==> config.mk <==
export PLATFORM = sky130hd
export DESIGN_NAME = process_alarm_evaluator
export DESIGN_NICKNAME = d
export VERILOG_FILES = /design/src/alarm_pkg.sv /design/src/alarm_compare.sv /design/src/process_alarm_evaluator.sv
export SDC_FILE = /design/constraint.sdc
export NUM_CORES = 1
export LEC_CHECK = 0
export ABC_AREA = 1
export BUFFER_PORTS_ARGS = -buffer_cell sky130_fd_sc_hd__buf_2
export CAP_MARGIN = 30
export CORE_MARGIN = 2
export CORE_UTILIZATION = 55
export DETAILED_ROUTE_END_ITERATION = 10
export PLACE_DENSITY_LB_ADDON = 0.1
export SYNTH_ARGS = -nofsm -noshare
export SYNTH_HDL_FRONTEND = slang
export SYNTH_SLANG_ARGS = --single-unit
==> constraint.sdc <==
create_clock -name sys_clk -period 6 [get_ports sys_clk]
set_input_delay 1.2 -clock sys_clk [delete_from_list [all_inputs] [get_ports sys_clk]]
set_output_delay 1.2 -clock sys_clk [all_outputs]
set_load 0.005 [all_outputs]
==> src/alarm_pkg.sv <==
// Package with constants, encodings and register map of the alarm evaluator
package alarm_pkg;
    localparam int VALUE_W = 16;
    localparam int NCH = 2;
    typedef logic signed [VALUE_W-1:0] value_t;
    typedef logic [1:0] action_t;
    typedef logic [2:0] compare_t;
    localparam action_t ACT_OFF = 2'h0;
    localparam action_t ACT_FOLLOW = 2'h1;
    localparam action_t ACT_LATCH = 2'h2;
    localparam action_t ACT_EVENT = 2'h3;
    localparam compare_t CMP_PROC_LOW = 3'h0;
    localparam compare_t CMP_PROC_HIGH = 3'h1;
    localparam compare_t CMP_BAND_INV = 3'h2;
    localparam compare_t CMP_BAND_NORM = 3'h3;
    localparam compare_t CMP_OFFSET_BELOW = 3'h4;
    localparam compare_t CMP_OFFSET_ABOVE = 3'h5;
    // Word addresses; the action and operation words use the host codes
    localparam logic [7:0] ADDR_FIRST_ACTION = 8'hC2;
    localparam logic [7:0] ADDR_FIRST_COMPARE = 8'hC3;
    localparam logic [7:0] ADDR_FIRST_THRESH = 8'hC6;
    localparam logic [7:0] ADDR_SECOND_ACTION = 8'hC8;
    localparam logic [7:0] ADDR_SECOND_COMPARE = 8'hC9;
    localparam logic [7:0] ADDR_SECOND_THRESH = 8'hD2;
    localparam logic [7:0] ADDR_STATUS = 8'hE0;
    localparam logic [7:0] ADDR_INT_STAT = 8'hE1;
    localparam logic [7:0] ADDR_INT_MASK = 8'hE2;
    localparam int ADDR_LSB = 2;
    localparam action_t RST_ACTION = ACT_OFF;
    localparam compare_t RST_FIRST_COMPARE = CMP_PROC_HIGH;
    localparam compare_t RST_SECOND_COMPARE = CMP_PROC_LOW;
    localparam value_t RST_THRESH = 16'h0000;
endpackage : alarm_pkg

==> src/alarm_compare.sv <==
// Per-channel comparison of process value against threshold or setpoint
`timescale 1ns/1ps
module alarm_compare (
    // Clock and reset
    input wire logic sys_clk,
    input wire logic sys_rst,
    // Operands
    input wire logic sample_valid,
    input wire alarm_pkg::value_t process_value,
    input wire alarm_pkg::value_t process_setpoint,
    input wire alarm_pkg::value_t threshold,
    input wire alarm_pkg::compare_t compare_sel,
    // Result, registered
    output logic cond_q
);
    import alarm_pkg::*;
    logic signed [VALUE_W:0] diff;
    logic signed [VALUE_W:0] adiff;
    logic signed [VALUE_W:0] thr_x;
    logic cond_d;

    // One extra bit so the deviation never wraps
    always_comb begin
        diff = {process_value[VALUE_W-1], process_value}
            - {process_setpoint[VALUE_W-1], process_setpoint};
        adiff = diff[VALUE_W] ? -diff : diff;
        thr_x = {threshold[VALUE_W-1], threshold};
        cond_d = 1'b0;
        unique case (compare_sel)
            CMP_PROC_HIGH: cond_d = process_value >= threshold;
            CMP_PROC_LOW: cond_d = process_value <= threshold;
            CMP_OFFSET_ABOVE: cond_d = diff >= thr_x;
            CMP_OFFSET_BELOW: cond_d = -diff >= thr_x;
            CMP_BAND_INV: cond_d = adiff <= thr_x;
            CMP_BAND_NORM: cond_d = adiff >= thr_x;
            default: cond_d = 1'b0;
        endcase
    end

    // Result only moves on a new sample
    always_ff @(posedge sys_clk) begin
        if (sys_rst) begin
            cond_q <= 1'b0;
        end else if (sample_valid) begin
            cond_q <= cond_d;
        end
    end
endmodule : alarm_compare

==> src/process_alarm_evaluator.sv <==
// Two-channel process alarm evaluator with Wishbone registers
//
// The Wishbone register port and the address map were decided locally.
`timescale 1ns/1ps
module process_alarm_evaluator (
    // Clock and reset
    input wire logic sys_clk,
    input wire logic sys_rst,
    // Wishbone slave
    input wire logic wb_cyc_i,
    input wire logic wb_stb_i,
    input wire logic wb_we_i,
    input wire logic [9:0] wb_adr_i,
    input wire logic [3:0] wb_sel_i,
    input wire logic [31:0] wb_dat_i,
    output logic [31:0] wb_dat_o,
    output logic wb_ack_o,
    // Measurement path, same clock
    input wire logic sample_valid,
    input wire alarm_pkg::value_t process_value,
    input wire alarm_pkg::value_t process_setpoint,
    // Operator key pin and recipe events
    input wire logic ack_key,
    input wire logic [1:0] recipe_event,
    // Indicators and outputs
    output logic [1:0] alarm_led_q,
    output logic [1:0] alarm_out_q,
    output logic irq_q
);
    import alarm_pkg::*;

    action_t action_q [NCH];
    compare_t compare_q [NCH];
    value_t thresh_q [NCH];
    logic [NCH-1:0] cond;
    logic [NCH-1:0] active_d;
    logic [NCH-1:0] latch_q;
    logic [NCH-1:0] int_stat_q;
    logic [NCH-1:0] int_mask_q;
    logic [NCH-1:0] led_prev_q;
    logic key_meta_q;
    logic key_sync_q;
    logic key_prev_q;
    logic ack_pulse;
    logic wb_req;
    logic wb_wr;
    logic [7:0] word;
    logic low_lane;

    assign wb_req = wb_cyc_i && wb_stb_i && !wb_ack_o;
    assign wb_wr = wb_req && wb_we_i;
    assign word = wb_adr_i[ADDR_LSB +: 8];
    assign low_lane = wb_sel_i[0];

    // Key is asynchronous; first stage read only by the second
    always_ff @(posedge sys_clk) begin
        if (sys_rst) begin
            key_meta_q <= 1'b0;
            key_sync_q <= 1'b0;
            key_prev_q <= 1'b0;
        end else begin
            key_meta_q <= ack_key;
            key_sync_q <= key_meta_q;
            key_prev_q <= key_sync_q;
        end
    end
    assign ack_pulse = key_sync_q && !key_prev_q;

    // Configuration registers, one set per channel
    genvar g;
    generate
        for (g = 0; g < NCH; g++) begin : g_ch
            localparam logic [7:0] A_ACT =
                (g == 0) ? ADDR_FIRST_ACTION : ADDR_SECOND_ACTION;
            localparam logic [7:0] A_CMP =
                (g == 0) ? ADDR_FIRST_COMPARE : ADDR_SECOND_COMPARE;
            localparam logic [7:0] A_THR =
                (g == 0) ? ADDR_FIRST_THRESH : ADDR_SECOND_THRESH;
            localparam compare_t RST_CMP =
                (g == 0) ? RST_FIRST_COMPARE : RST_SECOND_COMPARE;

            always_ff @(posedge sys_clk) begin
                if (sys_rst) begin
                    action_q[g] <= RST_ACTION;
                    compare_q[g] <= RST_CMP;
                    thresh_q[g] <= RST_THRESH;
                end else if (wb_wr) begin
                    if (word == A_ACT && low_lane) begin
                        action_q[g] <= wb_dat_i[1:0];
                    end
                    if (word == A_CMP && low_lane) begin
                        compare_q[g] <= wb_dat_i[2:0];
                    end
                    if (word == A_THR) begin
                        if (wb_sel_i[0]) begin
                            thresh_q[g][7:0] <= wb_dat_i[7:0];
                        end
                        if (wb_sel_i[1]) begin
                            thresh_q[g][15:8] <= wb_dat_i[15:8];
                        end
                    end
                end
            end

            alarm_compare u_cmp (
                .sys_clk(sys_clk),
                .sys_rst(sys_rst),
                .sample_valid(sample_valid),
                .process_value(process_value),
                .process_setpoint(process_setpoint),
                .threshold(thresh_q[g]),
                .compare_sel(compare_q[g]),
                .cond_q(cond[g])
            );

            // Latch clears on acknowledge with the condition gone, or whenever the action is not latch
            always_ff @(posedge sys_clk) begin
                if (sys_rst) begin
                    latch_q[g] <= 1'b0;
                end else if (action_q[g] != ACT_LATCH) begin
                    latch_q[g] <= 1'b0;
                end else if (cond[g]) begin
                    latch_q[g] <= 1'b1;
                end else if (ack_pulse) begin
                    latch_q[g] <= 1'b0;
                end
            end

            always_comb begin
                active_d[g] = 1'b0;
                unique case (action_q[g])
                    ACT_OFF: active_d[g] = 1'b0;
                    ACT_FOLLOW: active_d[g] = cond[g];
                    ACT_LATCH: active_d[g] = cond[g] || latch_q[g];
                    ACT_EVENT: active_d[g] = recipe_event[g];
                endcase
            end

            always_ff @(posedge sys_clk) begin
                if (sys_rst) begin
                    alarm_led_q[g] <= 1'b0;
                    alarm_out_q[g] <= 1'b0;
                end else begin
                    alarm_led_q[g] <= active_d[g];
                    alarm_out_q[g] <= active_d[g];
                end
            end
        end
    endgenerate

    // Sticky rise events; a new event wins over a write-one clear
    always_ff @(posedge sys_clk) begin
        if (sys_rst) begin
            led_prev_q <= '0;
            int_stat_q <= '0;
            int_mask_q <= '0;
        end else begin
            led_prev_q <= alarm_led_q;
            if (wb_wr && word == ADDR_INT_MASK && low_lane) begin
                int_mask_q <= wb_dat_i[NCH-1:0];
            end
            if (wb_wr && word == ADDR_INT_STAT && low_lane) begin
                int_stat_q <= (int_stat_q & ~wb_dat_i[NCH-1:0])
                    | (alarm_led_q & ~led_prev_q);
            end else begin
                int_stat_q <= int_stat_q | (alarm_led_q & ~led_prev_q);
            end
        end
    end

    always_ff @(posedge sys_clk) begin
        if (sys_rst) begin
            irq_q <= 1'b0;
        end else begin
            irq_q <= |(int_stat_q & int_mask_q);
        end
    end

    // One-wait-state slave; unmapped words read zero
    always_ff @(posedge sys_clk) begin
        if (sys_rst) begin
            wb_ack_o <= 1'b0;
            wb_dat_o <= 32'h0000_0000;
        end else begin
            wb_ack_o <= wb_req;
            wb_dat_o <= 32'h0000_0000;
            if (wb_req && !wb_we_i) begin
                unique case (word)
                    ADDR_FIRST_ACTION: wb_dat_o[1:0] <= action_q[0];
                    ADDR_SECOND_ACTION: wb_dat_o[1:0] <= action_q[1];
                    ADDR_FIRST_COMPARE: wb_dat_o[2:0] <= compare_q[0];
                    ADDR_SECOND_COMPARE: wb_dat_o[2:0] <= compare_q[1];
                    ADDR_FIRST_THRESH: wb_dat_o[15:0] <= thresh_q[0];
                    ADDR_SECOND_THRESH: wb_dat_o[15:0] <= thresh_q[1];
                    ADDR_STATUS: wb_dat_o[3:0] <= {cond, alarm_led_q};
                    ADDR_INT_STAT: wb_dat_o[1:0] <= int_stat_q;
                    ADDR_INT_MASK: wb_dat_o[1:0] <= int_mask_q;
                    default: wb_dat_o <= 32'h0000_0000;
                endcase
            end
        end
    end
endmodule : process_alarm_evaluator

After elaboration in Yosys (flattened, before gate mapping):

Memories as Yosys holds them, arrays and structs flattened.
Cells that the tools add are included.

* memories kept: 3
* register bits: 49
* word-level logic and storage cells: 161
* output and inout bits: 38
* RAM bits: 42
* bits of input ports: 87

* bitwise logic cells: 16
* add/subtract/negate cells: 2
* equal/unequal tests: 27
* reductions and logical operators: 28
* $lt $le $gt $ge: 12
* multiplexer cells: 57

Memory list
* thresh_q: depth 2, bits a word 16, read ports 2, clocked after Yosys merged registers in 0, wr ports 2, line process_alarm_evaluator.sv:34 `value_t thresh_q [NCH];`
* compare_q: depth 2, bits a word 3, read ports 2, clocked after Yosys merged registers in 0, wr ports 2, line process_alarm_evaluator.sv:33 `compare_t compare_q [NCH];`
* action_q: depth 2, bits a word 2, read ports 2, clocked after Yosys merged registers in 0, wr ports 2, line process_alarm_evaluator.sv:32 `action_t action_q [NCH];`

Operators with widths (number)
* >= comparator 17 x 16 -> 1 bit: 6
* == test 8 bit (second input constant): 9
* 2-to-1 mux 1 bit: 39
* less-or-equal comparator 17 x 16 -> 1 bit: 2
* >= comparator 16 bit: 2
* less-or-equal comparator 16 bit: 2
* 2-to-1 mux 8 bit: 4
* case mux 12 bit (2 select lines): 1
* case mux 2 bit (9 select lines): 1
* 2-to-1 mux 17 bit: 1
* negator 17 bit: 1
* subtractor 16 x 16 -> 17 bit: 1
* logical AND 1 bit: 13
* == test 3 x 2 -> 1 bit (second input constant): 4
* == test 3 bit (second input constant): 4
* case mux 1 bit (6 select lines): 2
* == test 2 bit (second input constant): 4
* OR 1 bit: 8
* case mux 1 bit (4 select lines): 2
* OR reduction 2 bit: 4
* bitwise AND 2 bit: 3
* == test 3 x 1 -> 1 bit (second input constant): 2
* zero test 3 bit: 2
* 2-to-1 mux 2 bit: 3
* other kinds (12): 22

Longest topological paths before layout:

Gate-level depths: netlist of the first run.

* word-level depth: 7
* mapped depth: 32
* depth with buffers taken out: 32

By module:

A second synthesis of the first run with hierarchy kept.

* cells, all modules: 1583
* area total of the unflattened synthesis: 10199.8 um^2

By module, submodules not included
* alarm_compare at g_ch[0].u_cmp: cells an instance 616, seq. area each 20.0 um^2, instances 1, area an instance 3485.8 um^2
* alarm_compare at g_ch[1].u_cmp: cells an instance 600, seq. area each 20.0 um^2, instances 1, area an instance 3437.0 um^2
* process_alarm_evaluator: cells an instance 367, seq. area each 1881.8 um^2, instances 1, area an instance 3276.9 um^2

Worst setup path after synthesis of the first run:

OpenSTA, ideal clock, no wires.

* path kind: input -> register
* start: input process_value[0]
* end: register g_ch[0].u_cmp.cond_q
* path buffers: 1
* setup time: 0.132 ns
* slack: 1.446 ns
* stages on the path: 30
* data arrival time: 4.422 ns
* required time: 5.868 ns
* cells stage by stage: inv_1 -> ha_1 -> fa_1 -> nand3b_1 -> nand2_2 -> nand3_1 -> nand2_1 -> nand4_1 -> nand4_1 -> nand2_1 -> nand2_4 -> inv_2 -> buf_4 -> ha_1 -> ha_1 -> nand2_1 -> nor2_1 -> nand2_1 -> nor2_1 -> nand3_1 -> nand3_1 -> nand2_1 -> nand2_1 -> nand2_1 -> nand2_1 -> nand2_1 -> nor2_1 -> nand2_1 -> nand2_1 -> a21oi_1

* word-level cells in the longest chain between the ends: 5
* elaborated cells between the ends (all ways): 10
* classes of those cells: add/sub (2); order compare (6); mux (2)

Ends and longest elaborated chain
* start: declaration: line process_alarm_evaluator.sv:20 `input wire alarm_pkg::value_t process_value,`
* subtractor 16 x 16 -> 17 bit: line alarm_compare.sv:25 `- {process_setpoint[VALUE_W-1], process_setpoint};`
* negator 17 bit: line alarm_compare.sv:26, alarm_compare.sv:33
* 2-to-1 mux 17 bit: line alarm_compare.sv:26 `adiff = diff[VALUE_W] ? -diff : diff;`
* >= comparator 17 x 16 -> 1 bit or less-or-equal comparator 17 x 16 -> 1 bit (tied branches): line alarm_compare.sv:35, alarm_compare.sv:34
* case mux 1 bit (6 select lines) *: line alarm_compare.sv:29 `unique case (compare_sel)`
* end signal: assignment: line alarm_compare.sv:45 `cond_q <= cond_d;`
* end: declaration: line alarm_compare.sv:14 `output logic cond_q`

Every way passes the cells marked *; elsewhere a longest branch is shown, timed or not.
A chain may end at the register's enable or synchronous reset.

Final worst setup path of the first run:

Same ends and word-level chain as after synthesis.

==> impl_metrics.ini, run 1 <==
[synth]
synth_area_sq_mm = 0.00843
async_flop_share_pct = 0
avgSynthCellArea_sq_um = 6.80
synth_edf_count = 42
synth_seq_cells = 75
synth_cells = 1240
ys_warn_count = 0
synth.distinct_cells = 50
ys_seq_area_share_pct = 22.8
synth_flop_cell = edfxtp_1

[global_routing]
grt_usage_pct = 30.4
grt_pass1_wl_microns = 38300
antenna_found_initial = 0
grt-ovfl-total = 0
grt_max_degree = 20
grt_pass1_vias = 7672

[min_path]
hold_start = key_meta_q$_SDFF_PP0_
min_path_type = flop to flop

[worst_setup_path]
worstPathArrival_ns = 5.19
slowest_delay_ns = 0.41
rr_startpoint = thresh_q[0][15]$_SDFFCE_PN0P_
cp_top_family = simple AND/OR/NAND/NOR gates
crit_start = process_value[0]
crit_fanout = 7
endpoint_kind = flop
cp_num_buf_inv = 3
crit_type = input pin to flop
crit_top_cell = nand2_1
start_kind = input pin
slowest_stage = fa_1
cp_data_required_time_ns = 6.21

[power_and_ir_drop]
power_frac_comb_pct = 45.7
clockPowerShare_pct = 26.9
power_leakage_uw = 0.00496
seq_power_share_pct = 27.4
powerDensity_mw_per_mm2 = 223
switching_share_pct = 40.1
power.total_uw = 2080
p_int_uw = 1250
ir_worst_vdd_mv = 0.170
p_switching_uw = 833

[placement]
dpl.cell_count = 1507
finalWeightedCongestion = 0.981
dpl.hpwl_microns = 20300
pre_cts_slack_ns = 0.763
io_buffers = 88

[sta]
rsz0062_at_grt = no
finalSetupTns_ns = 0
finalWorstSetupSlack_ns = 1.01
worstMarginPinSlew_ns = 0.569
max_freq_mhz = 201
finalCritPeriodShare_pct = 83.1
finalClockSkew_ns = 0.00439
maxSlewHeadroom_pct = 61.8
setup_viol = 0
period_minus_slack_ns = 4.99
slew_viol_final = 0
final-hold-violation-count = 0

[die]
die_area_sq_mm = 0.0163
start_util_pct = 55.9
io_pins = 125
die_width_microns = 128
die_y_microns = 128
core.rowCount = 45
coreArea_sq_mm = 0.0151

[final_layout]
antennaDiodeCount = 0
n_fill_cell = 1477
nets = 1568
area_growth_pct = 10.6
finish.utilization_pct = 61.8
layout_commonest_cell = nand2_1
final_cell_mix = nand2_1 (327), inv_1 (197), ha_1 (150)
drive_above_1_share_pct = 10.0
fin_cells = 1523

[detailed_routing]
drc_errors = 0
drt_iter0_markers = 646
drtPass1Iterations = 7
dr_total_vias = 8303
drtAntennaViolNets = 0
drt_wl_total_microns = 24500
routed_via_density = 5.45
wl_per_cell_microns = 16.1

[cts]
cts_tree = built
cts_hold_buf = 0
insertion_delay_ns = 0.33
numCtsBuffers = 9
post-cts-setup-buffer-count = 0
path_clk_slew_ns = 0.06
clockBufferDepth = 2
clockRootBuffer = clkbuf_16
htreeDepth = 3
cts_resized = 0
cts_sinks = 75

[job]
cap_violations = 0

[status]
status = completed
-- worst reg2reg max path, delay by kind of cell, from the launching register on --
| family | cells | cell delay (ns) |
|---|---|---|
| AND/OR/NAND/NOR | 8 | 0.86 |
| adder cells (fa/ha/maj) | 1 | 0.41 |
| buffers and inverters | 2 | 0.39 |
| flip-flops | 1 | 0.38 |
| AO/OA/AOI/OAI | 3 | 0.32 |
-- final timing paths --
check | end | slack [ns] | cells after the start
hold reg to reg | key_sync_q$_SDFF_PP0_ | 0.40 | 2
setup reg to reg | g_ch[0].u_cmp.cond_q$_SDFFE_PP0P_ | 3.50 | 14
setup / recovery | g_ch[0].u_cmp.cond_q$_SDFFE_PP0P_ | 1.01 | 29
hold / removal | key_sync_q$_SDFF_PP0_ | 0.40 | 2
-- cells in the mapped netlist (3+ instances only) --
cell type | instances | area (sq um)
a21o_1 | 6 | 45.0
a21oi_1 | 87 | 435
and2_1 | 4 | 25.0
buf_4 | 19 | 143
clkbuf_1 | 6 | 22.5
clkinv_1 | 3 | 11.3
dfxtp_1 | 33 | 661
edfxtp_1 | 42 | 1260
ha_1 | 150 | 1880
inv_1 | 197 | 739
inv_2 | 5 | 18.8
nand2_1 | 327 | 1230
nand2_2 | 5 | 31.3
nand3_1 | 61 | 305
nand3b_1 | 7 | 52.6
nand4_1 | 27 | 169
nor2_1 | 122 | 458
nor2_2 | 3 | 18.8
nor3_1 | 29 | 145
o211ai_1 | 3 | 22.5
o21a_1 | 6 | 45.0
o21ai_0 | 36 | 180
o21ai_1 | 11 | 55.1
o21bai_1 | 3 | 22.5
o22ai_1 | 5 | 31.3
or2_1 | 4 | 25.0
xnor2_1 | 3 | 26.3
xor2_1 | 4 | 35.0
xor2_2 | 3 | 48.8
-- cells by family (layout without fill, tap and decap cells) --
kind of cell	Yosys count	after routing	synth area share, %
XOR/XNOR	13	13	2.02
flip-flops	75	75	22.8
adder cells (fa/ha/maj)	151	151	22.5
other	1	16	0.0445
AND/OR/NAND/NOR	598	598	30.0
buffers and inverters	231	311	11.1
AO/OA/AOI/OAI	171	171	11.5
-- power groups by stage --
stage / logic (uW) / registers (uW) / clock network (uW)
3_5_place_dp: 930 / 580 / 0
5_1_grt: 1080 / 571 / 586
6_report: 951 / 570 / 560
2_1_floorplan: 695 / 575 / 0
4_1_cts: 936 / 569 / 561
3_3_place_gp: 911 / 580 / 0
-- per-layer routing --
metal | vias to the layer above | routed length [microns] | track usage [%]
li1 | 4231 | - | -
met4 | 0 | 992 | 14.0
met2 | 305 | 10900 | 50.0
met3 | 48 | 1600 | 3.38
met5 | - | 0 | 0
met1 | 3719 | 10900 | 40.2
-- per-stage QoR --
step | instance area [sq um] | hold WS [ns]
2_1_floorplan | 8490 | 0.388
3_3_place_gp | 9000 | 0.390
3_5_place_dp | 9010 | 0.394
4_1_cts | 9330 | 0.402
5_1_grt | 9330 | 0.428
6_report | 9330 | 0.401
-- registers in the layout (all words and copies together) (netlist names), 2 cells and up --
signal             cells
alarm_out_q            2
action_q               4
wb_dat_o              16
g_ch.u_cmp.cond_q      2
led_prev_q             2
latch_q                2
thresh_q              32
int_mask_q             2
compare_q              6
int_stat_q             2
-- area by class of cell --
class	instances	area [sq um]	share of cell area [%]
Timing Repair Buffer	90	455	4.88
Inverter	205	769	8.25
Multi-Input combinational cell	949	5630	60.3
Tap cell	188	235	2.52
Clock buffer	14	307	3.29
Sequential cell	75	1920	20.6
Clock inverter	2	13.8	0.148
(Power assumes the default switching activity.)
==> inputs of run 2 (changes only) <==
Clock period 6 ns to 5.23 ns, I/O delays scaled along.
==> impl_metrics.ini, run 2 (synthesis gave the netlist of run 1 again) <==
[status]
status = completed

[die]
start_util_pct = 55.9
io_pins = 125
die_y_microns = 128
die_area_sq_mm = 0.0163
coreArea_sq_mm = 0.0151
die_width_microns = 128
core.rowCount = 45

[detailed_routing]
routed_via_density = 5.44
drc_errors = 0
wl_per_cell_microns = 16.0
drt_wl_total_microns = 24500
drtAntennaViolNets = 0
dr_total_vias = 8306
drtPass1Iterations = 5
drt_iter0_markers = 654

[sta]
finalClockSkew_ns = 0.00363
final-hold-violation-count = 0
max_freq_mhz = 209
period_minus_slack_ns = 4.78
setup_viol = 0
rsz0062_at_grt = no
maxSlewHeadroom_pct = 56.6
slew_viol_final = 0
finalCritPeriodShare_pct = 91.4
worstMarginPinSlew_ns = 0.647
hold_slack_ns = 0.404
finalSetupTns_ns = 0

[final_layout]
design_area_sq_mm = 0.00936
area_growth_pct = 11.0
layout_commonest_cell = nand2_1
final_cell_mix = nand2_1 (327), inv_1 (197), ha_1 (150)
nets = 1572
top_register = thresh_q
finish.utilization_pct = 62.0
reg_top3 = thresh_q: 32 flops, wb_dat_o: 16 flops, compare_q: 6 flops
drive_above_1_share_pct = 10.3
largest_reg_flops = 32
antennaDiodeCount = 0

[cts]
cts_hold_buf = 0
cts_sinks = 75
path_clk_slew_ns = 0.06
cts_resized = 0
post-cts-setup-buffer-count = 0
numCtsBuffers = 9
clockBufferDepth = 2
cts_tree = built
insertion_delay_ns = 0.34
htreeDepth = 3
clockRootBuffer = clkbuf_16

[global_routing]
grt_pass1_vias = 7701
grt-ovfl-total = 0
grt_usage_pct = 30.8
grt_pass1_wl_microns = 38800
antenna_found_initial = 0
grt_max_degree = 20

[worst_setup_path]
crit_type = input pin to flop
cp_data_required_time_ns = 5.44
endpoint_kind = flop
worstPathArrival_ns = 4.99
crit_fanout = 5
start_kind = input pin

[job]
cap_violations = 0

[placement]
io_buffers = 88
dpl.hpwl_microns = 20200
finalWeightedCongestion = 0.941
place_area_sq_mm = 0.00904

[power_and_ir_drop]
power.total_uw = 2420
powerDensity_mw_per_mm2 = 258
ir_worst_vdd_mv = 0.246
power_leakage_uw = 0.00498

[min_path]
min_path_type = flop to flop
-- run 2: changes by cell type in the layout (fill, tap and decap cells not counted), moves of 2 or more --
cell | before | now
buf_4 | 2 | 6
bufinv_16 | 0 | 2
clkbuf_16 | 11 | 9
clkbuf_8 | 2 | 0
inv_6 | 0 | 2
-- run 2: layout make-up --
| type | instances | area, sq um |
|---|---|---|
| well taps | 188 | 235 |
| clock buffers | 9 | 225 |
| clock inverters | 7 | 98.8 |
| repair buffers | 94 | 485 |
| fillers | 1430 | 5730 |
| inverters | 205 | 769 |
| multi-input cells | 949 | 5630 |
| flip-flops and latches | 75 | 1920 |
-- run 2: layer usage --
layer	share of wire [%]	routed length [microns]	up-vias	track usage, %
met5	0	0	-	0
met4	4.6	1130	0	15.6
met3	7.5	1830	56	3.92
met2	44	10800	331	49.8
met1	44	10700	3677	40.7
li1	-	-	4242	-
-- run 2: worst paths after layout --
path	from	to	slack [ns]	cells after the start
setup / recovery	process_value[0]	g_ch[1].u_cmp.cond_q$_SDFFE_PP0P_	0.45	26
hold / removal	key_meta_q$_SDFF_PP0_	key_sync_q$_SDFF_PP0_	0.40	2
setup reg to reg	thresh_q[0][15]$_SDFFCE_PN0P_	g_ch[0].u_cmp.cond_q$_SDFFE_PP0P_	2.66	14
hold reg to reg	key_meta_q$_SDFF_PP0_	key_sync_q$_SDFF_PP0_	0.40	2
-- run 2: power breakdown --
part	switching (uW)	total, uW	internal, uW
combinational	703	1090	391
sequential	14.3	653	639
clock	250	670	421
total	967	2420	1450
-- run 2: critical path, stage by stage --
cell and delay [ns]:
buf_2 0.07, inv_1 0.07, ha_1 0.24, fa_1 0.41, nand3b_1 0.20, nand2_2 0.19, nand4_1 0.11, nand2_1 0.09
xnor2_1 0.24, nand2_1 0.10, nor2_1 0.19, nand4_1 0.21, nor2_1 0.16, ha_1 0.24, inv_1 0.09, ha_1 0.27
a21oi_1 0.15, o21ai_0 0.09, a21oi_1 0.16, nand4_1 0.10, o21ai_0 0.18, nand2_1 0.07, nor2_1 0.13, nand2_1 0.08
nand2_1 0.06, a21oi_1 0.05
-- run 2: stage by stage --
step | std cells | setup WS, ns
floorplan | 1255 | 0.830
global placement | 1511 | 0.282
detailed placement | 1511 | 0.192
CTS | 1527 | 0.537
global route | 1527 | 0.107
finish | 1527 | 0.449
==> inputs of run 3 (changes only) <==
Settings changed: CORE_UTILIZATION 55 to 30, PLACE_DENSITY from default to 0.5, PLACE_DENSITY_LB_ADDON 0.1 to default.
Clock period 5.23 ns to 5.6 ns, I/O delays scaled along.
==> impl_metrics.ini, run 3 (synthesis gave the netlist of run 1 again) <==
[die]
die_area_sq_mm = 0.0295
io_pins = 125
start_util_pct = 30.4
die_y_microns = 172
coreArea_sq_mm = 0.0277
core.rowCount = 61
die_width_microns = 172

[sta]
period_minus_slack_ns = 4.98
max_freq_mhz = 201
finalClockSkew_ns = 0.00708
rsz0062_at_grt = no
finalCritPeriodShare_pct = 88.9
hold_slack_ns = 0.405
maxSlewHeadroom_pct = 56.9
slew_viol_final = 0
setup_viol = 0
finalSetupTns_ns = 0
worstMarginPinSlew_ns = 0.645
final-hold-violation-count = 0

[status]
status = completed

[placement]
io_buffers = 88
dpl.cell_count = 1699
dpl.hpwl_microns = 23300
finalWeightedCongestion = 0.883
place_area_sq_mm = 0.00926

[job]
cap_violations = 0

[cts]
insertion_delay_ns = 0.34
post-cts-setup-buffer-count = 0
numCtsBuffers = 9
cts_tree = built
cts_hold_buf = 0
clockBufferDepth = 2
clockRootBuffer = clkbuf_16
cts_sinks = 75
path_clk_slew_ns = 0.06
htreeDepth = 3
cts_resized = 0

[detailed_routing]
drt_wl_total_microns = 27200
routed_via_density = 4.73
dr_total_vias = 8106
drtPass1Iterations = 7
drc_errors = 0
wl_per_cell_microns = 15.9
drt_iter0_markers = 438
drtAntennaViolNets = 0

[final_layout]
drive_above_1_share_pct = 10.1
largest_reg_flops = 32
nets = 1570
final_cell_mix = nand2_1 (327), inv_1 (197), ha_1 (150)
area_growth_pct = 13.2
reg_top3 = thresh_q: 32 flops, wb_dat_o: 16 flops, compare_q: 6 flops
antennaDiodeCount = 0
fin_cells = 1715
layout_commonest_cell = nand2_1
finish.utilization_pct = 34.4
top_register = thresh_q
design_area_sq_mm = 0.00954

[worst_setup_path]
worstPathArrival_ns = 5.19
crit_type = input pin to flop
start_kind = input pin
cp_data_required_time_ns = 5.81
endpoint_kind = flop
crit_fanout = 18

[global_routing]
antenna_found_initial = 0
grt_pass1_wl_microns = 43100
grt-ovfl-total = 0
grt_pass1_vias = 7890
grt_max_degree = 20
grt_usage_pct = 19.3

[power_and_ir_drop]
ir_worst_vdd_mv = 0.120
powerDensity_mw_per_mm2 = 232
power_leakage_uw = 0.00495

[min_path]
min_path_type = flop to flop
==> run 3: where the power goes <==
group	internal (uW)	switching, uW
Combinational	364	684
Clock	326	227
Sequential	597	13.3
==> run 3: metrics by stage <==
step,total power [uW],setup slack (ns)
6_report,2210,0.624
5_1_grt,2410,0.165
4_1_cts,2220,0.645
3_5_place_dp,1660,0.287
3_3_place_gp,1640,0.335
2_1_floorplan,1360,1.13
==> run 3: area by class of cell <==
type                    instances  area (sq um)
multi-input cells             949          5630
fillers                      3051         18200
repair buffers                 92           470
well taps                     378           473
clock buffers                  12           258
flip-flops and latches         75          1920
clock inverters                 4          23.8
inverters                     205           769
==> run 3: path summary, 6_finish.rpt <==
check	start	end	slack [ns]	cells after the start
setup / recovery	process_value[0]	g_ch[1].u_cmp.cond_q$_SDFFE_PP0P_	0.62	26
hold / removal	key_meta_q$_SDFF_PP0_	key_sync_q$_SDFF_PP0_	0.41	2
setup reg to reg	thresh_q[0][15]$_SDFFCE_PN0P_	g_ch[0].u_cmp.cond_q$_SDFFE_PP0P_	3.01	14
hold reg to reg	key_meta_q$_SDFF_PP0_	key_sync_q$_SDFF_PP0_	0.41	2
==> run 3: layer usage <==
| layer | wire [microns] | track usage (%) | up-vias |
|---|---|---|---|
| met5 | 0 | 0 | - |
| met4 | 671 | 5.60 | 0 |
| met2 | 12100 | 31.5 | 184 |
| li1 | - | - | 4230 |
| met1 | 13200 | 26.7 | 3660 |
| met3 | 1220 | 2.25 | 32 |
==> run 3: critical path, cell delays in order <==
cell	delay, ns
buf_2	0.08
inv_1	0.08
ha_1	0.25
fa_1	0.41
nand3b_1	0.19
nand2_2	0.20
nand3_1	0.10
nand2_1	0.13
nand4_1	0.10
nand4_1	0.10
or2_1	0.15
nand2_4	0.15
inv_2	0.35
ha_1	0.30
inv_1	0.09
ha_1	0.27
a21oi_1	0.16
o21ai_0	0.09
a21oi_1	0.20
nand4_1	0.12
o21ai_0	0.19
nand2_1	0.08
nor2_1	0.11
nand2_1	0.06
nand2_1	0.05
a21oi_1	0.05
